$ cat src/verilog/uss_params.svh
// constants for the single-wire, card and infrared serial front end
`ifndef USS_PARAMS_SVH
`define USS_PARAMS_SVH
`define USS_CLK_HZ 25000000
`define USS_IR_MAX_BPS 115200
`define USS_IR_MIN_DIV ((`USS_CLK_HZ + `USS_IR_MAX_BPS - 1) / `USS_IR_MAX_BPS)
`define USS_ADR_CR1 8'h00
`define USS_ADR_CR2 8'h04
`define USS_ADR_CR3 8'h08
`define USS_ADR_GTPR 8'h0c
`define USS_ADR_BAUD 8'h10
`define USS_ADR_DATA 8'h14
`define USS_ADR_STAT 8'h18
`define USS_CR1_TX_ON 0
`define USS_CR1_RX_ON 1
`define USS_CR1_PAR_EN 2
`define USS_CR2_STOP 1:0
`define USS_CR2_SCLK_EN 2
`define USS_CR3_SW 0
`define USS_CR3_CARD 1
`define USS_CR3_IR 2
`define USS_CR3_PARITY_REJECT_ENABLE 3
`define USS_CR3_IRLP 4
`define USS_GT_PSC 7:0
`define USS_GT_CPRE 4:0
`define USS_GT_GUARD 15:8
`define USS_STAT_TC 0
`define USS_STAT_RXNE 1
`define USS_STAT_PE 2
`define USS_STAT_FE 3
`define USS_STAT_BRK 4
`define USS_STAT_TXBUSY 5
`define USS_STAT_RXBUSY 6
`define USS_STAT_TXPEND 7
`define USS_STOP_HALF 2'h1
`define USS_STOP_TWO 2'h2
`define USS_STOP_ONEHALF 2'h3
`define USS_BAUD_RST 16'h00d9
`define USS_DATA_LAST 3'h7
`define USS_IDLE_LAST 4'h9
`define USS_IR_MUL 3
`define USS_IR_SH 4
`define USS_IR_LP_MUL 3
`endif

$ cat src/verilog/uss_pkg.sv
// types for the single-wire, card and infrared serial front end
package uss_pkg;
  typedef enum logic [2:0] {TX_IDLE, TX_PREAMBLE, TX_DELAY, TX_START, TX_DATA, TX_PARITY, TX_STOP,
                            TX_GUARD} uss_tx_state_t;
  typedef enum logic [2:0] {RX_IDLE, RX_START, RX_DATA, RX_PARITY, RX_STOP, RX_PARITY_REJECT_ENABLE_WAIT, RX_PARITY_REJECT_ENABLE,
                            RX_WAIT_HIGH} uss_rx_state_t;
  typedef struct packed {
    logic enable;
    logic lowpower;
    logic [7:0] prescaler_value;
    logic [15:0] baud_div;
  } uss_ir_cfg_t;
  typedef struct packed {
    logic meta;
    logic sync;
    logic ir_tx;
    logic nrz;
    logic [15:0] pulse_cnt;
    logic [15:0] low_cnt;
    logic [15:0] hold_cnt;
  } uss_ir_state_t;
  typedef struct packed {
    logic [2:0] cr1;
    logic [2:0] cr2;
    logic [4:0] cr3;
    logic [15:0] gtpr;
    logic [15:0] baud;
    logic rx_meta;
    logic rx_sync;
    logic pin_meta;
    logic pin_sync;
    logic line_prev;
    uss_tx_state_t tx_st;
    logic [15:0] tx_cnt;
    logic [3:0] tx_bit;
    logic [7:0] tx_shift;
    logic tx_par;
    logic [7:0] tx_hold;
    logic tx_pend;
    logic tx_done;
    logic tx_on_prev;
    logic [7:0] guard_cnt;
    logic tx_line;
    logic ir_start;
    uss_rx_state_t rx_st;
    logic [15:0] rx_cnt;
    logic [2:0] rx_bit;
    logic [7:0] rx_shift;
    logic rx_par;
    logic [7:0] rx_data;
    logic rx_full;
    logic par_err;
    logic frm_err;
    logic brk;
    logic [4:0] cdiv;
    logic card_clk;
    logic pin_out;
    logic pin_oe;
    logic ack;
    logic [31:0] rdata;
  } uss_state_t;
endpackage : uss_pkg

$ cat src/verilog/uss_top.sv
// single-wire, smartcard and infrared serial front end with wishbone registers
`include "uss_params.svh"

//////////////////////////////////////////////////////////////
module uss_top
  import uss_pkg::*;
(
  // clock, reset, enable
  input wire logic sys_clk_in,
  input wire logic reset_in,
  input wire logic ce_in,
  // wishbone slave
  input wire logic wb_cyc_in,
  input wire logic wb_stb_in,
  input wire logic wb_we_in,
  input wire logic [7:0] wb_adr_in,
  input wire logic [3:0] wb_sel_in,
  input wire logic [31:0] wb_dat_in,
  output logic [31:0] wb_dat_out,
  output logic wb_ack_out,
  // serial pins
  input wire logic tx_pin_in,
  output logic tx_pin_out,
  output logic tx_pin_oe_out,
  input wire logic rx_pin_in,
  output logic card_clk_out,
  // infrared transceiver
  output logic ir_tx_out,
  input wire logic ir_rx_in
);
  uss_state_t r, q;
  uss_ir_cfg_t ir_cfg;
  logic card, swm, irm, par_en, tx_on, rx_on, parity_reject_enable_en, sclk_en, half_stop;
  logic line_in, ir_rx_nrz, req, tick_tx, tick_rx, tx_busy, rx_busy, pe_now, line_val;
  logic [15:0] div, div_m1, half_m1, stop_m1;
  logic [7:0] prescaler_value, guard;
  logic [4:0] cpre;
  logic [31:0] wv;

  //////////////////////////////////////////////////////////////
  function automatic logic [31:0] uss_merge(input logic [31:0] old_v, input logic [31:0] new_v,
                                            input logic [3:0] sel);
    logic [31:0] res;
    res = old_v;
    for (int i = 0; i < 4; i++) begin
      if (sel[i]) begin
        res[i*8 +: 8] = new_v[i*8 +: 8];
      end
    end
    return res;
  endfunction : uss_merge

  function automatic logic [15:0] uss_stop_len(input logic [1:0] stop, input logic [15:0] d);
    case (stop)
      `USS_STOP_HALF: return d >> 1;
      `USS_STOP_TWO: return d << 1;
      `USS_STOP_ONEHALF: return d + (d >> 1);
      default: return d;
    endcase
  endfunction : uss_stop_len

  function automatic logic [31:0] uss_read(input uss_state_t s, input logic [7:0] adr);
    logic [31:0] v;
    v = '0;
    case (adr)
      `USS_ADR_CR1: v[$bits(s.cr1)-1:0] = s.cr1;
      `USS_ADR_CR2: v[$bits(s.cr2)-1:0] = s.cr2;
      `USS_ADR_CR3: v[$bits(s.cr3)-1:0] = s.cr3;
      `USS_ADR_GTPR: v[$bits(s.gtpr)-1:0] = s.gtpr;
      `USS_ADR_BAUD: v[$bits(s.baud)-1:0] = s.baud;
      `USS_ADR_DATA: v[$bits(s.rx_data)-1:0] = s.rx_data;
      `USS_ADR_STAT: begin
        v[`USS_STAT_TC] = s.tx_done;
        v[`USS_STAT_RXNE] = s.rx_full;
        v[`USS_STAT_PE] = s.par_err;
        v[`USS_STAT_FE] = s.frm_err;
        v[`USS_STAT_BRK] = s.brk;
        v[`USS_STAT_TXBUSY] = (s.tx_st != TX_IDLE);
        v[`USS_STAT_RXBUSY] = (s.rx_st != RX_IDLE);
        v[`USS_STAT_TXPEND] = s.tx_pend;
      end
      default: v = '0;
    endcase
    return v;
  endfunction : uss_read

  //////////////////////////////////////////////////////////////
  assign card = r.cr3[`USS_CR3_CARD];
  assign swm = r.cr3[`USS_CR3_SW];
  assign irm = r.cr3[`USS_CR3_IR];
  assign parity_reject_enable_en = r.cr3[`USS_CR3_PARITY_REJECT_ENABLE];
  assign tx_on = r.cr1[`USS_CR1_TX_ON];
  assign rx_on = r.cr1[`USS_CR1_RX_ON];
  assign par_en = r.cr1[`USS_CR1_PAR_EN];
  assign sclk_en = r.cr2[`USS_CR2_SCLK_EN];
  assign half_stop = (r.cr2[`USS_CR2_STOP] == `USS_STOP_HALF) || (r.cr2[`USS_CR2_STOP] == `USS_STOP_ONEHALF);
  assign div = r.baud;
  assign div_m1 = div - 16'h0001;
  assign half_m1 = (div >> 1) - 16'h0001;
  assign stop_m1 = uss_stop_len(r.cr2[`USS_CR2_STOP], div) - 16'h0001;
  assign prescaler_value = r.gtpr[`USS_GT_PSC];
  assign cpre = r.gtpr[`USS_GT_CPRE];
  assign guard = r.gtpr[`USS_GT_GUARD];
  assign tick_tx = (r.tx_cnt == '0);
  assign tick_rx = (r.rx_cnt == '0);
  assign tx_busy = (r.tx_st != TX_IDLE);
  assign rx_busy = (r.rx_st != RX_IDLE);
  assign req = wb_cyc_in && wb_stb_in && !r.ack;
  assign wv = uss_merge(uss_read(r, wb_adr_in), wb_dat_in, wb_sel_in);
  // receive source: shared wire, decoder or rx pin
  assign line_in = (swm || card) ? r.pin_sync : (irm ? ir_rx_nrz : r.rx_sync);
  assign ir_cfg = '{enable: irm, lowpower: r.cr3[`USS_CR3_IRLP], prescaler_value: prescaler_value, baud_div: div};

  uss_irda u_irda (
    .sys_clk_in(sys_clk_in),
    .reset_in(reset_in),
    .ce_in(ce_in),
    .cfg_in(ir_cfg),
    .tx_bit_start_in(r.ir_start),
    .tx_bit_in(r.tx_line),
    .tx_busy_in(tx_busy),
    .rx_busy_in(rx_busy),
    .ir_rx_in(ir_rx_in),
    .ir_tx_out(ir_tx_out),
    .rx_nrz_out(ir_rx_nrz)
  );

  //////////////////////////////////////////////////////////////
  always_comb begin
    q = r;
    pe_now = 1'b0;
    line_val = 1'b1;
    q.ir_start = 1'b0;
    q.ack = req;
    q.rdata = '0;
    q.rx_meta = rx_pin_in;
    q.rx_sync = r.rx_meta;
    q.pin_meta = tx_pin_in;
    q.pin_sync = r.pin_meta;
    q.line_prev = line_in;
    q.tx_on_prev = tx_on;
    // bus writes and reads; hardware sets below win over clears
    if (req && wb_we_in) begin
      case (wb_adr_in)
        `USS_ADR_CR1: q.cr1 = wv[$bits(q.cr1)-1:0];
        `USS_ADR_CR2: q.cr2 = wv[$bits(q.cr2)-1:0];
        `USS_ADR_CR3: q.cr3 = wv[$bits(q.cr3)-1:0];
        `USS_ADR_GTPR: q.gtpr = wv[$bits(q.gtpr)-1:0];
        `USS_ADR_BAUD: q.baud = wv[$bits(q.baud)-1:0];
        `USS_ADR_DATA: begin
          if (tx_on) begin
            q.tx_hold = wv[$bits(q.tx_hold)-1:0];
            q.tx_pend = 1'b1;
            q.tx_done = 1'b0;
          end
        end
        `USS_ADR_STAT: begin
          q.tx_done = r.tx_done && wv[`USS_STAT_TC];
          q.par_err = r.par_err && wv[`USS_STAT_PE];
          q.frm_err = r.frm_err && wv[`USS_STAT_FE];
          q.brk = r.brk && wv[`USS_STAT_BRK];
        end
        default: ;
      endcase
    end else if (req) begin
      q.rdata = uss_read(r, wb_adr_in);
      if (wb_adr_in == `USS_ADR_DATA) begin
        q.rx_full = 1'b0;
      end
    end
    //////////////////////////////////////////////////////////////
    // transmitter
    if (!tick_tx) begin
      q.tx_cnt = r.tx_cnt - 16'h0001;
    end
    case (r.tx_st)
      TX_IDLE: begin
        q.tx_line = 1'b1;
        if (tx_on && !r.tx_on_prev && !card) begin
          q.tx_st = TX_PREAMBLE;
          q.tx_bit = '0;
          q.tx_cnt = div_m1;
        end else if (tx_on && r.tx_pend) begin
          q.tx_shift = r.tx_hold;
          q.tx_par = ^r.tx_hold;
          q.tx_pend = 1'b0;
          q.tx_done = 1'b0;
          q.tx_st = TX_DELAY;
          q.tx_cnt = card ? div_m1 : half_m1;
        end
      end
      TX_PREAMBLE: begin
        if (tick_tx) begin
          q.tx_cnt = div_m1;
          q.tx_bit = r.tx_bit + 4'h1;
          if (r.tx_bit == `USS_IDLE_LAST) begin
            q.tx_st = TX_IDLE;
          end
        end
      end
      TX_DELAY: begin
        if (tick_tx) begin
          q.tx_st = TX_START;
          q.tx_line = 1'b0;
          q.ir_start = 1'b1;
          q.tx_cnt = div_m1;
        end
      end
      TX_START: begin
        if (tick_tx) begin
          q.tx_st = TX_DATA;
          q.tx_bit = '0;
          q.tx_line = r.tx_shift[0];
          q.ir_start = 1'b1;
          q.tx_cnt = div_m1;
        end
      end
      TX_DATA: begin
        if (tick_tx) begin
          q.tx_cnt = div_m1;
          q.ir_start = 1'b1;
          q.tx_shift = r.tx_shift >> 1;
          q.tx_bit = r.tx_bit + 4'h1;
          q.tx_line = r.tx_shift[1];
          if (r.tx_bit[2:0] == `USS_DATA_LAST) begin
            if (par_en) begin
              q.tx_st = TX_PARITY;
              q.tx_line = r.tx_par;
            end else begin
              q.tx_st = TX_STOP;
              q.tx_line = 1'b1;
              q.tx_cnt = stop_m1;
            end
          end
        end
      end
      TX_PARITY: begin
        if (tick_tx) begin
          q.tx_st = TX_STOP;
          q.tx_line = 1'b1;
          q.ir_start = 1'b1;
          q.tx_cnt = stop_m1;
        end
      end
      TX_STOP: begin
        if (tick_tx) begin
          if (r.tx_pend && tx_on) begin
            q.tx_st = TX_IDLE;
          end else if (card) begin
            q.tx_st = TX_GUARD;
            q.guard_cnt = '0;
            q.tx_cnt = div_m1;
          end else begin
            q.tx_st = TX_IDLE;
            q.tx_done = 1'b1;
          end
        end
      end
      TX_GUARD: begin
        if (r.tx_pend && tx_on) begin
          q.tx_st = TX_IDLE;
        end else if (r.guard_cnt == guard) begin
          q.tx_done = 1'b1;
          q.tx_st = TX_IDLE;
        end else if (tick_tx) begin
          q.guard_cnt = r.guard_cnt + 8'h01;
          q.tx_cnt = div_m1;
        end
      end
      default: q.tx_st = TX_IDLE;
    endcase
    //////////////////////////////////////////////////////////////
    // receiver
    if (!tick_rx) begin
      q.rx_cnt = r.rx_cnt - 16'h0001;
    end
    case (r.rx_st)
      RX_IDLE: begin
        if (rx_on && r.line_prev && !line_in) begin
          q.rx_st = RX_START;
          q.rx_cnt = half_m1;
        end
      end
      RX_START: begin
        if (tick_rx) begin
          q.rx_st = line_in ? RX_IDLE : RX_DATA;
          q.rx_bit = '0;
          q.rx_cnt = div_m1;
        end
      end
      RX_DATA: begin
        if (tick_rx) begin
          q.rx_shift = {line_in, r.rx_shift[7:1]};
          q.rx_bit = r.rx_bit + 3'h1;
          q.rx_cnt = div_m1;
          if (r.rx_bit == `USS_DATA_LAST) begin
            q.rx_st = par_en ? RX_PARITY : RX_STOP;
          end
        end
      end
      RX_PARITY: begin
        if (tick_rx) begin
          q.rx_par = line_in;
          q.rx_st = RX_STOP;
          q.rx_cnt = div_m1;
        end
      end
      RX_STOP: begin
        if (tick_rx) begin
          pe_now = par_en && ((^r.rx_shift) != r.rx_par);
          q.rx_data = r.rx_shift;
          q.rx_full = 1'b1;
          if (pe_now) begin
            q.par_err = 1'b1;
          end
          if (!line_in) begin
            q.frm_err = 1'b1;
            if (r.rx_shift == '0 && !card) begin
              q.brk = 1'b1;
            end
          end
          if (pe_now && card && parity_reject_enable_en && half_stop) begin
            q.rx_st = RX_PARITY_REJECT_ENABLE_WAIT;
            q.rx_cnt = half_m1;
          end else begin
            q.rx_st = RX_WAIT_HIGH;
          end
        end
      end
      RX_PARITY_REJECT_ENABLE_WAIT: begin
        if (tick_rx) begin
          q.rx_st = RX_PARITY_REJECT_ENABLE;
          q.rx_cnt = div_m1;
        end
      end
      RX_PARITY_REJECT_ENABLE: begin
        if (tick_rx) begin
          q.rx_st = RX_WAIT_HIGH;
        end
      end
      RX_WAIT_HIGH: begin
        if (line_in) begin
          q.rx_st = RX_IDLE;
        end
      end
      default: q.rx_st = RX_IDLE;
    endcase
    //////////////////////////////////////////////////////////////
    // pin drive: open drain for card, released when idle on single wire
    line_val = q.tx_line && (q.rx_st != RX_PARITY_REJECT_ENABLE);
    if (card) begin
      q.pin_out = 1'b0;
      q.pin_oe = !line_val;
    end else if (swm) begin
      q.pin_out = line_val;
      q.pin_oe = (q.tx_st != TX_IDLE);
    end else begin
      q.pin_out = line_val;
      q.pin_oe = 1'b1;
    end
    // card clock toggles every cpre cycles
    if (card && sclk_en && cpre != '0) begin
      if (r.cdiv >= cpre - 5'h01) begin
        q.cdiv = '0;
        q.card_clk = !r.card_clk;
      end else begin
        q.cdiv = r.cdiv + 5'h01;
      end
    end else begin
      q.cdiv = '0;
      q.card_clk = 1'b0;
    end
  end

  always_ff @(posedge sys_clk_in) begin
    if (reset_in) begin
      r <= '0;
      r.baud <= `USS_BAUD_RST;
    end else if (ce_in) begin
      r <= q;
    end
  end

  //////////////////////////////////////////////////////////////
  assign wb_dat_out = r.rdata;
  assign wb_ack_out = r.ack;
  assign tx_pin_out = r.pin_out;
  assign tx_pin_oe_out = r.pin_oe;
  assign card_clk_out = r.card_clk;
endmodule : uss_top

$ cat src/verilog/uss_irda.sv
// infrared pulse encoder and glitch-filtered decoder
`include "uss_params.svh"

module uss_irda
  import uss_pkg::*;
(
  // clock, reset, enable
  input wire logic sys_clk_in,
  input wire logic reset_in,
  input wire logic ce_in,
  // configuration and serial stream
  input wire uss_ir_cfg_t cfg_in,
  input wire logic tx_bit_start_in,
  input wire logic tx_bit_in,
  input wire logic tx_busy_in,
  input wire logic rx_busy_in,
  // infrared pins and decoded stream
  input wire logic ir_rx_in,
  output logic ir_tx_out,
  output logic rx_nrz_out
);
  uss_ir_state_t r, q;
  logic active;
  logic [17:0] norm_w;
  logic [15:0] width_m1, thr, hold_len;

  assign active = cfg_in.enable && (cfg_in.prescaler_value != '0) && (cfg_in.baud_div >= 16'(`USS_IR_MIN_DIV));
  assign norm_w = 18'(({2'h0, cfg_in.baud_div} * `USS_IR_MUL) >> `USS_IR_SH);
  assign width_m1 = (cfg_in.lowpower ? 16'(cfg_in.prescaler_value * `USS_IR_LP_MUL) : norm_w[15:0]) - 16'h0001;
  assign thr = 16'({cfg_in.prescaler_value, 1'b0});
  assign hold_len = cfg_in.baud_div - (cfg_in.baud_div >> 2);

  //////////////////////////////////////////////////////////////
  always_comb begin
    q = r;
    q.meta = ir_rx_in;
    q.sync = r.meta;
    if (!active) begin
      q.ir_tx = 1'b0;
      q.nrz = 1'b1;
      q.low_cnt = '0;
      q.pulse_cnt = '0;
      q.hold_cnt = '0;
    end else begin
      // zero bits pulse high, ones stay low, nothing while receiving
      if (tx_bit_start_in && !tx_bit_in && !rx_busy_in) begin
        q.ir_tx = 1'b1;
        q.pulse_cnt = width_m1;
      end else if (r.pulse_cnt != '0) begin
        q.pulse_cnt = r.pulse_cnt - 16'h0001;
      end else begin
        q.ir_tx = 1'b0;
      end
      // low pulse must last two prescaler periods to count
      if (tx_busy_in) begin
        q.low_cnt = '0;
        q.nrz = 1'b1;
      end else begin
        if (r.sync) begin
          q.low_cnt = '0;
        end else if (r.low_cnt != thr) begin
          q.low_cnt = r.low_cnt + 16'h0001;
        end
        if (!r.sync && (r.low_cnt + 16'h0001 == thr)) begin
          q.nrz = 1'b0;
          q.hold_cnt = hold_len;
        end else if (!r.nrz) begin
          if (r.hold_cnt == '0) begin
            q.nrz = 1'b1;
          end else begin
            q.hold_cnt = r.hold_cnt - 16'h0001;
          end
        end
      end
    end
  end

  always_ff @(posedge sys_clk_in) begin
    if (reset_in) begin
      r <= '0;
      r.nrz <= 1'b1;
    end else if (ce_in) begin
      r <= q;
    end
  end

  assign ir_tx_out = r.ir_tx;
  assign rx_nrz_out = r.nrz;
endmodule : uss_irda

$ cat config.mk
export PLATFORM = sky130hd
export DESIGN_NAME = uss_top
export DESIGN_NICKNAME = d
export VERILOG_FILES = /design/src/verilog/uss_pkg.sv /design/src/verilog/uss_top.sv /design/src/verilog/uss_irda.sv
export VERILOG_INCLUDE_DIRS = /design/src /design/src/verilog
export SDC_FILE = /design/constraint.sdc
export NUM_CORES = 1
export LEC_CHECK = 0
export BUFFER_PORTS_ARGS = -buffer_cell sky130_fd_sc_hd__buf_2
export CORE_MARGIN = 2
export CORE_UTILIZATION = 55
export CTS_CLUSTER_SIZE = 30
export DETAILED_ROUTE_END_ITERATION = 8
export PLACE_DENSITY = 0.84
export SLEW_MARGIN = 20
export SYNTH_ARGS = -nofsm -noshare
export SYNTH_HDL_FRONTEND = slang
export SYNTH_SLANG_ARGS = --single-unit
$ cat constraint.sdc
create_clock -name sys_clk_in -period 6.85 [get_ports sys_clk_in]
set_input_delay 0.685 -clock sys_clk_in [delete_from_list [all_inputs] [get_ports sys_clk_in]]
set_output_delay 0.685 -clock sys_clk_in [all_outputs]
set_load 0.005 [all_outputs]
==> results of run 1 <==
-- layout make-up --
class                      instances  area, µm²  share of cell area
multi-input combinational       1858      11800               0.646
sequential                       221       4420               0.242
clock buffer                      31        678              0.0371
tap                              396        495              0.0271
timing repair buffer              77        449              0.0246
inverter                          85        319              0.0175
clock inverter                     9       98.8             0.00541
-- how the worst min path moves through the flow --
stage	endpoint	slack, ps	depth (start not counted)
2_1_floorplan	r[45]	440	2
3_3_place_gp	tx_pin_out	450	2
3_5_place_dp	card_clk_out	460	2
4_1_cts	q[138]	380	3
5_1_grt	q[138]	430	3
6_report	q[138]	390	3
-- worst min-delay path: cells and delay by family --
| family | cells | cell delay [ps] |
|---|---|---|
| buf+inv | 1 | 70 |
| simple gates | 1 | 70 |
| mux | 1 | 60 |
-- cell families after synthesis --
| kind of cell | share of synthesized area |
|---|---|
| compound gates | 0.256 |
| xor+xnor | 0.0737 |
| fa+ha+maj | 0.0710 |
| buf+inv | 0.0623 |
| flops | 0.257 |
| mux | 0.0432 |
| other cells | 0.000218 |
| simple gates | 0.237 |
-- per-stage QoR --
stage	area, µm²	instances
floorplan	17300	2327
global placement	17500	2637
detailed placement	17500	2637
CTS	18300	2677
global route	18300	2677
finish	18300	2677
-- placed cells by master, fill, tap and decap left out, types with 13 or more instances in the layout --
cell	n
xnor2_1	91
ha_1	93
nand3_1	62
a22oi_1	54
xor2_1	54
and2_1	19
nand2_1	250
nand4_1	25
a21o_1	18
nor2b_1	19
inv_1	79
buf_2	53
a31oi_1	20
buf_4	23
nor3_1	79
o22ai_1	25
o21a_1	13
dfxtp_1	221
o211ai_1	18
conb_1	16
and3_1	20
mux2i_1	44
nand3b_1	13
a211oi_1	41
o21ai_0	135
nor2_1	263
nand2b_1	19
clkbuf_16	25
nor4_1	23
a21oi_1	196
or3_1	18
-- flip-flops by register name, summed over array words and instances (netlist names) --
name                     count
u_irda.rx_nrz_out            1
card                         1
wb_ack_out                   1
ir_cfg                       5
u_irda.q                     1
card_clk_out                 1
cpre                         5
guard                        8
u_irda.ir_tx_out             1
div                         16
parity_reject_enable_en      1
q                            3
tx_pin_oe_out                1
tx_pin_out                   1
wb_dat_out                  16
par_en                       1
r                          109
u_irda.r                    49
-- layer usage --
metal,GRT usage,part of all wire,vias to the layer above
met5,0,0,-
met4,0.147,0.046,0
met3,0.0526,0.095,175
met2,0.532,0.45,948
met1,0.449,0.41,8366
li1,-,-,8245
-- power breakdown --
part           total (mW)  switching [mW]  internal (mW)
registers            1.36          0.0422           1.31
clock network        1.32           0.552          0.769
logic               0.448           0.286          0.162
total                3.12           0.880           2.24
==> key figures, run 1 <==
STA
  – Worst hold slack: about 390 ps
  – Final hold violation count: 0
  – Max Clock Freq: about 210 MHz
  – Final TNS setup: 0 ps
  – Slew Viols, Final: 0
  – # setup viols final: 0
  – Final worst slack: between 2000 and 2500 ps
  – RSZ-0062 raised after global routing: false
  – Worst Clk Skew: between 9 and 10 ps
  – Slew @ Worst Pin: ~1100 ps
  – Period utilization: 0.694
  – Tmin final: 4750 ps
  – Slew HR: 0.275

Setup path
  – CP most frequent cell: nor3_1
  – Worst Setup EP: u_irda.r[46]
  – Nature of the critical path endpoint: flip-flop
  – Crit Path Max Fanout: 13
  – CP Buf/Inv Count: 1
  – Crit path max-delay cell type: dfxtp_1
  – R2r setup slk: about 2100 ps
  – Critical Path RT: 7270 ps
  – Critical path type: reg -> reg
  – Kind of cell adding the most delay to the critical path: simple AND/OR/NAND/NOR gates
  – R2r startpoint: div[1]
  – Largest stage delay, worst path: between 800 and 900 ps
  – Crit path from: div[1]
  – CP Cell Sequence: inv_1 > ha_1 > a211oi_1 > nor3_1 > o21a_1 > xnor2_1 > o221ai_1 > nor3_1 > nand4_1 > or4_1 > a31oi_1 > o22ai_1
  – R2r endpoint: u_irda.r[46]
  – CP arrival: around 5200 ps
  – Startpoint class of the critical path: flip-flop
  – Critical path depth in cells: 12
  – R2R depth: 12

Yosys
  – Area leader, netlist: dfxtp_1
  – Share of the synthesized area in the top cell type: 0.257
  – Synth warn: 0
  – Leading cell types by count after synthesis: nor2_1, nand2_1, dfxtp_1
  – Post-synthesis cell area: ~17,000 µm²
  – Synth Register Bits: 221
  – Syn Area/Cell: 7.45 µm²
  – Synth cell types: 95
  – Number of synthesized flops with an enable pin: 0
  – Top-count cell post-synth: nor2_1
  – Sequential area share after synthesis: 0.257
  – Post-synth ARST share: 0
  – Top cells by area, synth: dfxtp_1, ha_1, nor2_1
  – Main synth FF type: dfxtp_1
  – Syn Inst Count: approximately 2.3k

Drt
  – DRT iter0 DRCs: about 2k
  – Routed length per instance: between 20 and 25 µm
  – DRC errors left: 0
  – Pre-antenna DRT Iters: 6
  – Vias/cell: roughly 6.6
  – Via count: roughly 18k
  – Detailed-route wire length: 57,000 µm
  – Final ANT Viol Nets: 0

Global routing
  – Global-route wire length before repair: a little under 90,000 µm
  – Largest net degree at the start of global routing: between 100 and 150
  – Antenna violations before repair: 0
  – Vias in the first global route: ~16k
  – GRT overflow: 0
  – GRT Util Overall: 0.334

Layout
  – Fin nets: between 2k and 2.5k
  – Fillcell total: 2,774
  – P&R area growth vs syn: 6.06%
  – Layout cell share with drive strength beyond 1: 0.0763
  – Number of diodes: 0
  – Utilization after layout: 0.594

Pwr
  – Power Density: 171 nW/µm²
  – Post-route total power: 3.12 mW
  – Worst vdd ir: around 0.00016 V
  – LEAKAGE: 6.96 nW

Clocking
  – Worst-Skew Late Latency: 540 ps
  – Setup Fix Bufs, Post-CTS: 0
  – Root buffer cell: clkbuf_16
  – CTS sink cnt: about 220
  – Clk slew on worst S/H paths: 60 ps
  – CTS Hold Buffers Added: 0
  – H-tree levels: 1
  – PostCTS Resize Cnt: 0
  – CTS Buffer Depth: 3
  – Number of buffers created by CTS: 25
  – CTS tree: yes

Min path
  – Worst Min Path Start: tx_pin_in
  – Path type of the worst min-delay path: in -> reg

Place
  – Routability cong.: around 1.1
  – DP Worst Slack: 2280 ps
  – Detailed Place HPWL: 41,300 µm
  – Port Buffers: 55

Floorplanning
  – Cell Rows: 64
  – Die width: about 180 µm
  – IO Count: 90
  – Die area: between 30,000 and 40,000 µm²
  – Area of the core: ~31,000 µm²
  – Die height: 181 µm
  – Initial core utilization: 0.560

Flow run
  – Max-cap viol count: 0

Status
  – Status: complete, no violations
Power figures use the tool's default switching activity.
==> run 2: changes to the inputs <==
Settings changed: PLACE_DENSITY 0.84 to 0.87.
Clock period 6.85 ns to 3.8 ns, I/O delays scaled along.
==> run 2 against run 1 <==
Effect of this change:
- clock power is 86% higher
- first-iteration DRC count is 1.2% higher
- sequential share of layout area is 1.1 points lower
- final cell count is 4.3% higher
- setup slack worse by 1900 ps
- total power is 85% higher
- routed wire length is 5.8% higher
- critical path depth is 1 higher
- largest cell class unchanged
- largest power group is now the clock network
==> key figures, run 2 (synthesized netlist as in run 1, its figures left out) <==
Clocking
  – Number of buffers created by CTS: 25 (unchanged)
  – H-tree levels: 1 (unchanged)
  – CTS Buffer Depth: 3 (unchanged)
  – Worst-Skew Late Latency: 530 ps (about the same)
  – Clk slew on worst S/H paths: 60 ps (about the same)
  – Root buffer cell: clkbuf_16
  – CTS tree: yes
  – CTS sink cnt: 221 (unchanged)

Flow run
  – Max-cap viol count: 0 (unchanged)

Pwr
  – Sequential Power Share: 0.421 (-0.013)
  – Logic pwr share: 0.153 (+0.010)
  – Clock network fraction of design power: 0.426 (+0.003)
  – P_sw: 1.63 mW (+86%)
  – Power Density: 301 nW/µm² (+76%)
  – Switching share of power: 0.283 (+0.00109)
  – LEAKAGE: 7.51 nW (+7.9%)
  – P_int: 4.14 mW (+85%)
  – Worst vdd ir: 0.000308 V (+98%)

Layout
  – Commonest non-fill, non-tap cell in the layout: nor2_1
  – Max reg flops: 109 (unchanged)
  – Commonest non-fill, non-tap cells in the layout: nor2_1, nand2_1, dfxtp_1
  – Largest reg by FF count: r
  – Layout cell share with drive strength beyond 1: 0.121 (+0.0447)
  – Non-filler cells in the finished layout: 2,793 (+4.3%)
  – P&R area growth vs syn: 11.3%
  – Fin nets: 2,530 (+4.7%)
  – Number of diodes: 0 (unchanged)
  – Regs by FF count: r (109), u_irda.r (49)

STA
  – Period utilization: 0.955 (+0.261)
  – Tmin final: 3630 ps (-1120 ps)
  – Slew HR: 0.350 (+0.0750)
  – Final TNS setup: 0 ps (unchanged)
  – Max Clock Freq: 276 MHz (+31%)
  – # setup viols final: 0 (unchanged)
  – Slew Viols, Final: 0 (unchanged)
  – RSZ-0062 raised after global routing: false
  – Slew @ Worst Pin: 975 ps (-103 ps)
  – Worst Clk Skew: 8.98 ps (-0.990 ps)
  – Final hold violation count: 0 (unchanged)

Drt
  – Pre-antenna DRT Iters: 8 (+2)
  – Vias/cell: 6.56 (-0.93%)
  – Detailed-route wire length: 60,300 µm (+5.8%)
  – DRT iter0 DRCs: 2,031 (+1.2%)
  – Final ANT Viol Nets: 0 (unchanged)
  – Routed length per instance: 21.6 µm (+1.4%)
  – Via count: 18.3k (+3.4%)
  – DRC errors left: 0 (unchanged)

Setup path
  – Crit Path Max Fanout: 5 (-8)
  – Critical Path RT: 4280 ps (-2990 ps)
  – Nature of the critical path endpoint: flip-flop
  – CP arrival: 4110 ps (-1060 ps)
  – Startpoint class of the critical path: flip-flop
  – Critical path type: reg -> reg

Place
  – Detailed Place HPWL: 45,300 µm (+9.5%)
  – Port Buffers: 55 (unchanged)
  – Placed cells: 2,750 (+4.3%)
  – Routability cong.: 0.990 (-7.1%)

Global routing
  – GRT Util Overall: 0.352 (+0.0180)
  – Global-route wire length before repair: 93,200 µm (+5.0%)
  – GRT overflow: 0 (unchanged)
  – Antenna violations before repair: 0 (unchanged)
  – Vias in the first global route: 17.2k (+5.1%)
  – Largest net degree at the start of global routing: 95 (-14%)

Floorplanning
  – Die height: 181 µm (unchanged)
  – Die width: 181 µm (unchanged)
  – IO Count: 90 (unchanged)
  – Die area: 32,800 µm² (unchanged)
  – Cell Rows: 64 (unchanged)
  – Area of the core: 30,700 µm² (unchanged)
  – Initial core utilization: 0.560 (unchanged)

Min path
  – Path type of the worst min-delay path: in -> reg

Status
  – Status: complete, no violations
## run 2: power groups by stage
stage	sequential (mW)	clock, mW	combinational (mW)
finish	2.43	2.46	0.884
global route	2.44	2.54	0.957
CTS	2.43	2.46	0.856
detailed placement	2.48	0	0.850
global placement	2.48	0	0.835
floorplan	2.46	0	0.604
## run 2: cell type report
type	count	area (µm²)
clock buffers	38	724
clock inverters	5	83.8
fillers	2721	11600
inverters	85	319
multi-input cells	1858	11800
flip-flops and latches	221	4420
well taps	396	495
repair buffers	190	1300
## run 2: metal layers
| layer | wire [µm] | GRT usage | up-vias |
|---|---|---|---|
| li1 | - | - | 8464 |
| met1 | 24200 | 0.455 | 8692 |
| met2 | 27400 | 0.579 | 1003 |
| met3 | 5840 | 0.0579 | 172 |
| met4 | 2760 | 0.156 | 0 |
| met5 | 0 | 0 | - |
## run 2: final timing paths
check	start	to	slack, ps	depth (start not counted)
worst max-delay path	div[1]	r[129]	170	13
worst min-delay path	tx_pin_in	q[138]	100	3
worst max register to register	div[1]	r[129]	170	13
worst min register to register	u_irda.r[45]	u_irda.r[45]	470	2
## run 2: worst max-delay path, stage by stage (launching register included)
cell       delay, ps
dfxtp_1          370
ha_1             230
inv_1             70
fa_1             420
nor2b_2          190
o2111ai_1        180
a21o_1           250
nor4b_1          170
o31ai_1          480
nand2_1          160
or3_1            360
a221o_1          380
a21oi_1          140
o221a_1          180
## run 2: through the flow
| step | utilization | hold WS [ps] | total power, mW | worst slack (ps) | instance area, µm² |
|---|---|---|---|---|---|
| final | 0.624 | 95.7 | 5.77 | 171 | 19200 |
| after global routing | 0.624 | 116 | 5.93 | 18.5 | 19200 |
| after CTS | 0.623 | 86.5 | 5.74 | 141 | 19100 |
| after detailed placement | 0.596 | 459 | 3.33 | 169 | 18300 |
| after global placement | 0.596 | 450 | 3.31 | 199 | 18300 |
| after floorplan | - | 436 | 3.06 | 136 | 17300 |
## run 2: what timing repair did
action / 4_1_cts / 5_1_grt
hold buffers: 0 / 0
endpoints found under the setup margin: 0 / 11
resized for setup: 0 / 7
setup buffers: 0 / 0
